===== config.mk =====
export PLATFORM = sky130hd
export DESIGN_NAME = timer_capture_overflow
export DESIGN_NICKNAME = d
export VERILOG_FILES = /design/src/logic/capture_timer_pkg.sv /design/src/logic/timer_capture_overflow.sv
export SDC_FILE = /design/constraint.sdc
export NUM_CORES = 1
export LEC_CHECK = 0
export BUFFER_PORTS_ARGS = -buffer_cell sky130_fd_sc_hd__buf_2
export CAP_MARGIN = 30
export CORE_MARGIN = 5
export CORE_UTILIZATION = 55
export DETAILED_ROUTE_END_ITERATION = 6
export GPL_TIMING_DRIVEN = 0
export PLACE_DENSITY = 0.81
export SYNTH_ARGS = -nofsm -noshare
export SYNTH_HDL_FRONTEND = slang
export SYNTH_SLANG_ARGS = --single-unit

===== constraint.sdc =====
create_clock -name clock -period 1.51 [get_ports clock]
set_input_delay 0.151 -clock clock [delete_from_list [all_inputs] [get_ports clock]]
set_output_delay 0.151 -clock clock [all_outputs]
set_load 0.02 [all_outputs]

===== src/logic/capture_timer_pkg.sv =====
`default_nettype none
package capture_timer_pkg;
    // Register offsets on the internal byte bus
    localparam logic [7:0] OFS_MODE      = 8'hbc;
    localparam logic [7:0] OFS_FALL_CAP  = 8'hbd;
    localparam logic [7:0] OFS_RISE_CAP  = 8'hbe;
    localparam logic [7:0] OFS_IRQ_STAT  = 8'hf0;
    localparam logic [7:0] OFS_IRQ_MASK  = 8'hf1;

    // Mode register layout: two flags on top, plain control below
    localparam int         HIGH_OVF_BIT  = 7;
    localparam int         LOW_OVF_BIT   = 6;
    localparam int         CTRL_W        = 6;
    localparam int         FLAG_W        = 2;

    // Interrupt status and mask layout
    localparam int         EV_OVF_BIT    = 0;
    localparam int         EV_FALL_BIT   = 1;
    localparam int         EV_RISE_BIT   = 2;
    localparam int         EV_W          = 3;

    localparam logic [7:0] COUNT_MAX     = 8'hff;
    localparam logic [7:0] COUNT_ZERO    = 8'h00;

    localparam logic [7:0]        MODE_RESET = 8'h00;
    localparam logic [7:0]        CAP_RESET  = 8'h00;
    localparam logic [EV_W-1:0]   EV_RESET   = 3'h0;
    localparam logic [7:0]        RDATA_IDLE = 8'h00;
endpackage
`default_nettype wire


===== src/logic/timer_capture_overflow.sv =====
// Function
// - Counter wrap from max to zero sets flag
// - Flag clears only on zero write after read
// - Writing one to flag bits does nothing
// - Falling capture edge latches count, reset zero
// - Rising capture edge latches count, read-only
`timescale 1ns/10ps
`default_nettype none
module timer_capture_overflow
    import capture_timer_pkg::*;
(
    input  wire logic              clock,
    input  wire logic              arst_n,
    input  wire logic              clk_en,
    input  wire logic [7:0]        capture_timer_count,
    input  wire logic              capture_input,
    input  wire logic              low_overflow_event,
    input  wire logic [7:0]        addr,
    input  wire logic [7:0]        wdata,
    input  wire logic              wr,
    input  wire logic              rd,
    output logic      [7:0]        rdata,
    output logic                   irq,
    output logic      [CTRL_W-1:0] mode_ctrl
);

    ////////////////////////////////////////////////////////////////////////////
    logic [7:0]        mode_r;
    logic [7:0]        mode_nxt;
    logic [FLAG_W-1:0] arm_r;
    logic [FLAG_W-1:0] arm_nxt;
    logic [7:0]        prev_count_r;
    logic              prev_cap_r;
    logic [7:0]        fall_cap_r;
    logic [7:0]        rise_cap_r;
    logic [EV_W-1:0]   stat_r;
    logic [EV_W-1:0]   stat_nxt;
    logic [EV_W-1:0]   mask_r;
    logic [EV_W-1:0]   mask_nxt;
    logic [7:0]        rdata_r;
    logic              irq_r;

    ////////////////////////////////////////////////////////////////////////////
    // Address decode
    wire wr_mode = wr && (addr == OFS_MODE);
    wire rd_mode = rd && (addr == OFS_MODE);
    wire wr_mask = wr && (addr == OFS_IRQ_MASK);
    wire rd_stat = rd && (addr == OFS_IRQ_STAT);

    wire [7:0] rd_mux =
        (addr == OFS_MODE)     ? mode_r :
        (addr == OFS_FALL_CAP) ? fall_cap_r :
        (addr == OFS_RISE_CAP) ? rise_cap_r :
        (addr == OFS_IRQ_STAT) ? {{(8-EV_W){1'b0}}, stat_r} :
        (addr == OFS_IRQ_MASK) ? {{(8-EV_W){1'b0}}, mask_r} :
                                 RDATA_IDLE;

    ////////////////////////////////////////////////////////////////////////////
    // Event detection; inputs are already in this clock domain
    wire ovf_set   = (prev_count_r == COUNT_MAX) && (capture_timer_count == COUNT_ZERO);
    wire fall_edge = prev_cap_r && !capture_input;
    wire rise_edge = !prev_cap_r && capture_input;

    ////////////////////////////////////////////////////////////////////////////
    // Overflow flags with read-then-write-zero clearing
    wire [FLAG_W-1:0] flag_cur = mode_r[HIGH_OVF_BIT:LOW_OVF_BIT];
    wire [FLAG_W-1:0] flag_set = {ovf_set, low_overflow_event};
    // A clear needs the arm left by an earlier read that saw the flag high
    wire [FLAG_W-1:0] clr_ok   = {FLAG_W{wr_mode}} & ~wdata[HIGH_OVF_BIT:LOW_OVF_BIT] & arm_r;
    // Ones written to the flags are simply dropped here
    wire [FLAG_W-1:0] flag_nxt = flag_set | (flag_cur & ~clr_ok);

    // Arm drops with the clear, so a set that wins needs a fresh read
    assign arm_nxt  = ((arm_r & ~clr_ok) | ({FLAG_W{rd_mode}} & flag_cur)) & flag_nxt;
    assign mode_nxt = {flag_nxt, wr_mode ? wdata[CTRL_W-1:0] : mode_r[CTRL_W-1:0]};

    ////////////////////////////////////////////////////////////////////////////
    // Interrupt status: sticky, cleared by reading it; new events win
    wire [EV_W-1:0] events;
    assign events[EV_OVF_BIT]  = ovf_set;
    assign events[EV_FALL_BIT] = fall_edge;
    assign events[EV_RISE_BIT] = rise_edge;

    assign stat_nxt = events | (stat_r & ~{EV_W{rd_stat}});
    assign mask_nxt = wr_mask ? wdata[EV_W-1:0] : mask_r;

    ////////////////////////////////////////////////////////////////////////////
    always_ff @(posedge clock or negedge arst_n) begin
        if (!arst_n) begin
            mode_r <= MODE_RESET;
            arm_r  <= '0;
        end else if (clk_en) begin
            mode_r <= mode_nxt;
            arm_r  <= arm_nxt;
        end
    end

    always_ff @(posedge clock or negedge arst_n) begin
        if (!arst_n) begin
            prev_count_r <= COUNT_ZERO;
            prev_cap_r   <= 1'b0;
        end else if (clk_en) begin
            prev_count_r <= capture_timer_count;
            prev_cap_r   <= capture_input;
        end
    end

    always_ff @(posedge clock or negedge arst_n) begin
        if (!arst_n) begin
            fall_cap_r <= CAP_RESET;
        end else if (clk_en && fall_edge) begin
            fall_cap_r <= capture_timer_count;
        end
    end

    always_ff @(posedge clock or negedge arst_n) begin
        if (!arst_n) begin
            rise_cap_r <= CAP_RESET;
        end else if (clk_en && rise_edge) begin
            rise_cap_r <= capture_timer_count;
        end
    end

    always_ff @(posedge clock or negedge arst_n) begin
        if (!arst_n) begin
            stat_r <= EV_RESET;
            mask_r <= EV_RESET;
            irq_r  <= 1'b0;
        end else if (clk_en) begin
            stat_r <= stat_nxt;
            mask_r <= mask_nxt;
            irq_r  <= |(stat_nxt & mask_nxt);
        end
    end

    // Read data stands for exactly the cycle after the strobe
    always_ff @(posedge clock or negedge arst_n) begin
        if (!arst_n) begin
            rdata_r <= RDATA_IDLE;
        end else if (clk_en) begin
            rdata_r <= rd ? rd_mux : RDATA_IDLE;
        end
    end

    assign rdata     = rdata_r;
    assign irq       = irq_r;
    assign mode_ctrl = mode_r[CTRL_W-1:0];

    ////////////////////////////////////////////////////////////////////////////
    AST_OVF_SET: assert property (@(posedge clock) disable iff (!arst_n)
        (clk_en && prev_count_r == COUNT_MAX && capture_timer_count == COUNT_ZERO) |=> mode_r[HIGH_OVF_BIT])
        else $error("overflow did not set the high flag");

    AST_NO_CLEAR_UNARMED: assert property (@(posedge clock) disable iff (!arst_n)
        (clk_en && wr_mode && !wdata[HIGH_OVF_BIT] && !arm_r[1] && mode_r[HIGH_OVF_BIT]) |=> mode_r[HIGH_OVF_BIT])
        else $error("flag cleared without a prior read");

    AST_CLEAR_ARMED: assert property (@(posedge clock) disable iff (!arst_n)
        (clk_en && rd_mode && mode_r[HIGH_OVF_BIT] && !ovf_set)
        ##1 (clk_en && wr_mode && !wdata[HIGH_OVF_BIT] && !ovf_set) |=> !mode_r[HIGH_OVF_BIT])
        else $error("read then zero write did not clear the flag");

    AST_ONE_WRITE: assert property (@(posedge clock) disable iff (!arst_n)
        (clk_en && wr_mode && wdata[LOW_OVF_BIT] && !mode_r[LOW_OVF_BIT] && !low_overflow_event)
        |=> !mode_r[LOW_OVF_BIT])
        else $error("writing one changed a flag");

    AST_FALL_CAP: assert property (@(posedge clock) disable iff (!arst_n)
        (clk_en && prev_cap_r && !capture_input) |=> (fall_cap_r == $past(capture_timer_count)))
        else $error("falling edge capture mismatch");

    AST_RISE_CAP: assert property (@(posedge clock) disable iff (!arst_n)
        (clk_en && !prev_cap_r && capture_input) |=> (rise_cap_r == $past(capture_timer_count)))
        else $error("rising edge capture mismatch");

    // The arm is already gone one edge after the collision; a later read may re-arm it
    AST_SET_WINS: assert property (@(posedge clock) disable iff (!arst_n)
        (clk_en && ovf_set && wr_mode && !rd && !wdata[HIGH_OVF_BIT])
        |=> (mode_r[HIGH_OVF_BIT] && !arm_r[FLAG_W-1]))
        else $error("overflow lost against a clearing write");

    AST_SET_WINS_LOW: assert property (@(posedge clock) disable iff (!arst_n)
        (clk_en && low_overflow_event && wr_mode && !rd && !wdata[LOW_OVF_BIT])
        |=> (mode_r[LOW_OVF_BIT] && !arm_r[0]))
        else $error("low flag event lost against a clearing write");

    ////////////////////////////////////////////////////////////////////////////
    // Flag, arm and control bit bookkeeping
    AST_ARM_SET: assert property (@(posedge clock) disable iff (!arst_n)
        (clk_en && rd_mode && !wr && mode_r[HIGH_OVF_BIT])
        |=> arm_r[FLAG_W-1])
        else $error("reading a set flag did not arm its clear");

    AST_ARM_NEEDS_FLAG: assert property (@(posedge clock) disable iff (!arst_n)
        arm_r[FLAG_W-1]
        |-> mode_r[HIGH_OVF_BIT])
        else $error("clear armed while the flag is low");

    AST_CLEAR_DROPS_ARM: assert property (@(posedge clock) disable iff (!arst_n)
        (clk_en && wr_mode && !wdata[HIGH_OVF_BIT] && arm_r[FLAG_W-1] && !ovf_set)
        |=> (!mode_r[HIGH_OVF_BIT] && !arm_r[FLAG_W-1]))
        else $error("armed zero write did not clear the flag and arm");

    AST_LOW_SET: assert property (@(posedge clock) disable iff (!arst_n)
        (clk_en && low_overflow_event)
        |=> mode_r[LOW_OVF_BIT])
        else $error("low flag event did not set its flag");

    AST_LOW_CLEAR_ARMED: assert property (@(posedge clock) disable iff (!arst_n)
        (clk_en && rd_mode && !wr && mode_r[LOW_OVF_BIT] && !low_overflow_event)
        ##1 (clk_en && wr_mode && !wdata[LOW_OVF_BIT] && !low_overflow_event) |=> !mode_r[LOW_OVF_BIT])
        else $error("read then zero write did not clear the low flag");

    AST_HIGH_ONLY_BY_OVF: assert property (@(posedge clock) disable iff (!arst_n)
        (clk_en && !mode_r[HIGH_OVF_BIT] && !ovf_set)
        |=> !mode_r[HIGH_OVF_BIT])
        else $error("high flag rose without an overflow");

    AST_ONE_WRITE_HIGH: assert property (@(posedge clock) disable iff (!arst_n)
        (clk_en && wr_mode && wdata[HIGH_OVF_BIT] && !mode_r[HIGH_OVF_BIT] && !ovf_set)
        |=> !mode_r[HIGH_OVF_BIT])
        else $error("writing one set the high flag");

    AST_CTRL_WRITE: assert property (@(posedge clock) disable iff (!arst_n)
        (clk_en && wr_mode)
        |=> (mode_ctrl == $past(wdata[CTRL_W-1:0])))
        else $error("mode control bits did not take the write");

    AST_CTRL_HOLD: assert property (@(posedge clock) disable iff (!arst_n)
        !(clk_en && wr_mode)
        |=> $stable(mode_ctrl))
        else $error("mode control bits changed without a write");

    ////////////////////////////////////////////////////////////////////////////
    // Capture registers only move on their own edge, never by a bus write
    AST_FALL_HOLD: assert property (@(posedge clock) disable iff (!arst_n)
        !(clk_en && fall_edge)
        |=> $stable(fall_cap_r))
        else $error("falling capture changed without a falling edge");

    AST_RISE_HOLD: assert property (@(posedge clock) disable iff (!arst_n)
        !(clk_en && rise_edge)
        |=> $stable(rise_cap_r))
        else $error("rising capture changed without a rising edge");

    AST_RISE_WRITE_IGNORED: assert property (@(posedge clock) disable iff (!arst_n)
        (clk_en && wr && (addr == OFS_RISE_CAP) && !rise_edge)
        |=> $stable(rise_cap_r))
        else $error("a write reached the rising capture register");

    AST_PREV_CAP: assert property (@(posedge clock) disable iff (!arst_n)
        clk_en
        |=> (prev_cap_r == $past(capture_input)))
        else $error("capture edge detector lost its sample");

    ////////////////////////////////////////////////////////////////////////////
    // Read port, status, mask and interrupt
    AST_RDATA_READ: assert property (@(posedge clock) disable iff (!arst_n)
        (clk_en && rd)
        |=> (rdata == $past(rd_mux)))
        else $error("read data did not follow the strobe");

    AST_RDATA_IDLE: assert property (@(posedge clock) disable iff (!arst_n)
        (clk_en && !rd)
        |=> (rdata == RDATA_IDLE))
        else $error("read data stood without a strobe");

    AST_STAT_STICKY: assert property (@(posedge clock) disable iff (!arst_n)
        (clk_en && !rd_stat)
        |=> ((stat_r & $past(stat_r)) == $past(stat_r)))
        else $error("status bit dropped without a read");

    AST_STAT_CLEAR: assert property (@(posedge clock) disable iff (!arst_n)
        (clk_en && rd_stat && !ovf_set && !fall_edge && !rise_edge)
        |=> (stat_r == EV_RESET))
        else $error("status read did not clear it");

    AST_STAT_OVF: assert property (@(posedge clock) disable iff (!arst_n)
        (clk_en && ovf_set)
        |=> stat_r[EV_OVF_BIT])
        else $error("overflow did not set its status bit");

    AST_STAT_FALL: assert property (@(posedge clock) disable iff (!arst_n)
        (clk_en && fall_edge)
        |=> stat_r[EV_FALL_BIT])
        else $error("falling edge did not set its status bit");

    AST_STAT_RISE: assert property (@(posedge clock) disable iff (!arst_n)
        (clk_en && rise_edge)
        |=> stat_r[EV_RISE_BIT])
        else $error("rising edge did not set its status bit");

    AST_MASK_WRITE: assert property (@(posedge clock) disable iff (!arst_n)
        (clk_en && wr_mask)
        |=> (mask_r == $past(wdata[EV_W-1:0])))
        else $error("mask did not take the write");

    AST_MASK_HOLD: assert property (@(posedge clock) disable iff (!arst_n)
        !(clk_en && wr_mask)
        |=> $stable(mask_r))
        else $error("mask changed without a write");

    AST_IRQ_LEVEL: assert property (@(posedge clock) disable iff (!arst_n)
        irq
        == (|(stat_r & mask_r)))
        else $error("interrupt level disagrees with status and mask");

    // A low enable must hold everything, edge detector included, or edges get lost
    AST_FREEZE: assert property (@(posedge clock) disable iff (!arst_n)
        !clk_en
        |=> ($stable(mode_r) && $stable(arm_r) && $stable(stat_r) && $stable(rdata_r) && $stable(prev_cap_r)))
        else $error("state moved while the clock enable was low");

endmodule // timer_capture_overflow
`default_nettype wire


==> flow_summary.ini <==
[setup_path]
cpPeakStageDelay_ps = 500
worst_setup_path_start_kind = input pin
cp-end-kind = flip-flop
path_cells = clkbuf_1, clkbuf_1, clkbuf_1, o21ai_0, o22a_1
path_common_cell = clkbuf_1
crit_type = input pin to flip-flop
slowest_stage = clkbuf_1
crit_fanout = 10
arrival_ps = 1740
cp.required_ps = 1710

[run_status]
status = finished, violations left
violations = setup timing

[global_routing]
grt_pass1_vias = 1859
grt_use_total_pct = 19.1
grt_pass1_wl_mm = 9.02
antenna_found_initial = 0
grt_max_degree = 35
gr-total-overflow = 0

[synthesis]
ys_seq_area_share_pct = 51.8
synth_top_area_share_pct = 51.8
yosys.cell_types.count = 34
syn_avg_cell_area_um2 = 11.3
syn_area_mm2 = 0.00241
synth-async-reset-ratio_pct = 100
synthCells = 214
synth_most_common_cell = dfrtp_1
synth_edf_count = 0
synthesis.nets = 245
synth-seq-cells = 50
synth_area_leader_cell = dfrtp_1
synthFlopType = dfrtp_1
yosys-top-cells-count = 50 x dfrtp_1, 19 x mux2_1, 17 x a21oi_1, 17 x mux2_2, 12 x nor2_1
ys_warn_count = 0
synth.area.top_cells = dfrtp_1 52%, mux2_1 8.9%, mux2_2 7.9%

[drt]
dr.pass1.iters = 4
drt_iter0_drc = 165
vias = 1870
postRouteAntennaNets = 0
post-route-drc-count = 0
drt_wl_total_mm = 5.30
drt-wirelength-per-cell_um = 16.5
viasPerCell = 5.83

[power]
peakVddDrop_v = 0.000540
clock_power_share_pct = 28.0
seqPwrFrac_pct = 58.2
p_leak_nw = 1.32
p_int_mw = 1.98
comb_power_share_pct = 13.8
switchingPower_mw = 0.708
pwr_density_cell_mw_per_mm2 = 950
p_sw_share_pct = 26.4

[finish]
fin_nets = 300
drive_above_1_share_pct = 31.2
antenna-diode-count = 0
fin_cells = 321
nFillCells = 349
synthToLayoutAreaGrowth_pct = 17.2

[sta]
period_share_pct = 102
max_freq_mhz = 648
finalClockSkew_ps = 11.9
fin_tns_setup_ps = -32.9
setup_slack_ps = -32.9
worstMarginPinSlew_ps = 578
rsz0062_at_grt = true
relSlewSlack_pct = 61.5
min_period_ps = 1540
setup_violations = 1
drv_slew = 0
hold_viol = 0
whs_ps = 44.1

[floorplanning]
fp.dieH_um = 76.3
die_w_um = 76.3
fp-row-count = 24
start_util_pct = 56.2
die-area_mm2 = 0.00582
pin_count = 46
coreArea_mm2 = 0.00429

[placed_design]
gp_congestion = 0.925
dp.cells = 311
dpl.hpwl_mm = 4.02
io_buffers = 44

[clock_tree]
path_clk_slew_ps = 90
clock_path_buffers = 2
cts_resized = 0
cts_max_level = 2
cts_tree = built
cts_inserted_buffers = 5
cts_root_buf = clkbuf_8
clkLatencyLatePin_ps = 310
cts_sinks = 50

[job]
cap_violations = 0

[worst_hold_path]
min-delay-path-class = input pin to flip-flop
registers in the layout, indices dropped and copies added, names as in the netlist, 2 cells and up:
register / cells
rise_cap_r: 8
stat_r: 3
mask_r: 3
fall_cap_r: 8
mode_r: 8
arm_r: 2
prev_count_r: 8
rdata: 8
logic make-up (layout without fill, tap and decap cells):
logic type	after synthesis	in the layout	synth area share, %
simple gates	59	59	14.2
flops	50	50	51.8
buf+inv	20	75	4.14
mux	39	39	18.0
compound gates	46	46	11.8
placed cells by master, fill, tap and decap left out, types with 8 or more instances in the layout:
cell      instances
a21oi_1          17
nand3_1          11
buf_2            46
mux2_1           19
clkbuf_1          9
mux2_2           17
nand2_1          11
dfrtp_1          50
buf_4             8
nor2_1           12
power by group through the flow:
stage	Clock (mW)	Combinational [mW]	Sequential, mW
2_1_floorplan	0	0.215	1.58
3_3_place_gp	0	0.353	1.58
3_5_place_dp	0	0.373	1.59
4_1_cts	0.776	0.376	1.56
5_1_grt	0.827	0.417	1.58
6_report	0.753	0.371	1.56
path summary, 6_finish.rpt:
check	start	endpoint	slack [ps]	depth (start not counted)
max	clk_en	irq	-30	5
min	wdata[5]	mode_r[5]	40	2
max reg2reg	prev_count_r[6]	arm_r[1]	0	5
min reg2reg	arm_r[0]	arm_r[0]	480	1
max in group asynchronous	arst_n	fall_cap_r[5]	700	3
min in group asynchronous	arst_n	rdata[0]	300	2
metal layers:
metal	global-route usage, %	vias up	routed length [um]
met5	0	-	0
met1	26.4	927	2450
li1	-	888	-
met2	28.9	47	2480
met3	5.20	8	273
met4	6.99	0	102
final cells by class:
cell class / count / area [um2] / share of cell area, %
sequential: 50 / 1250 / 44.2
multi-input combinational: 144 / 1060 / 37.6
timing repair buffer: 48 / 265 / 9.38
buffer: 17 / 88.8 / 3.14
clock buffer: 5 / 68.8 / 2.43
tap: 52 / 65.1 / 2.30
clock inverter: 2 / 15.0 / 0.531
inverter: 3 / 11.3 / 0.398
what timing repair did:
action,4_1_cts,5_1_grt
hold buffers,1,0
hold endpoints to repair,16,0
setup buffers,0,2
setup endpoints to repair,0,10
stage by stage:
stage / util, % / setup slack [ps] / area (um2) / power [mW]
after floorplan: - / 33.6 / 2410 / 1.79
after global routing: 65.9 / -96.8 / 2830 / 2.83
final: 65.9 / -32.9 / 2830 / 2.69
after CTS: 65.5 / 16.3 / 2810 / 2.71
after global placement: 62.9 / -312 / 2700 / 1.93
after detailed placement: 63.3 / -312 / 2720 / 1.96
worst max-delay path, delay by kind of cell:
kind            cells  cell delay (ps)
buf+inv             3             1240
compound gates      2              360
No activity file was read; power rests on OpenSTA's default activity.
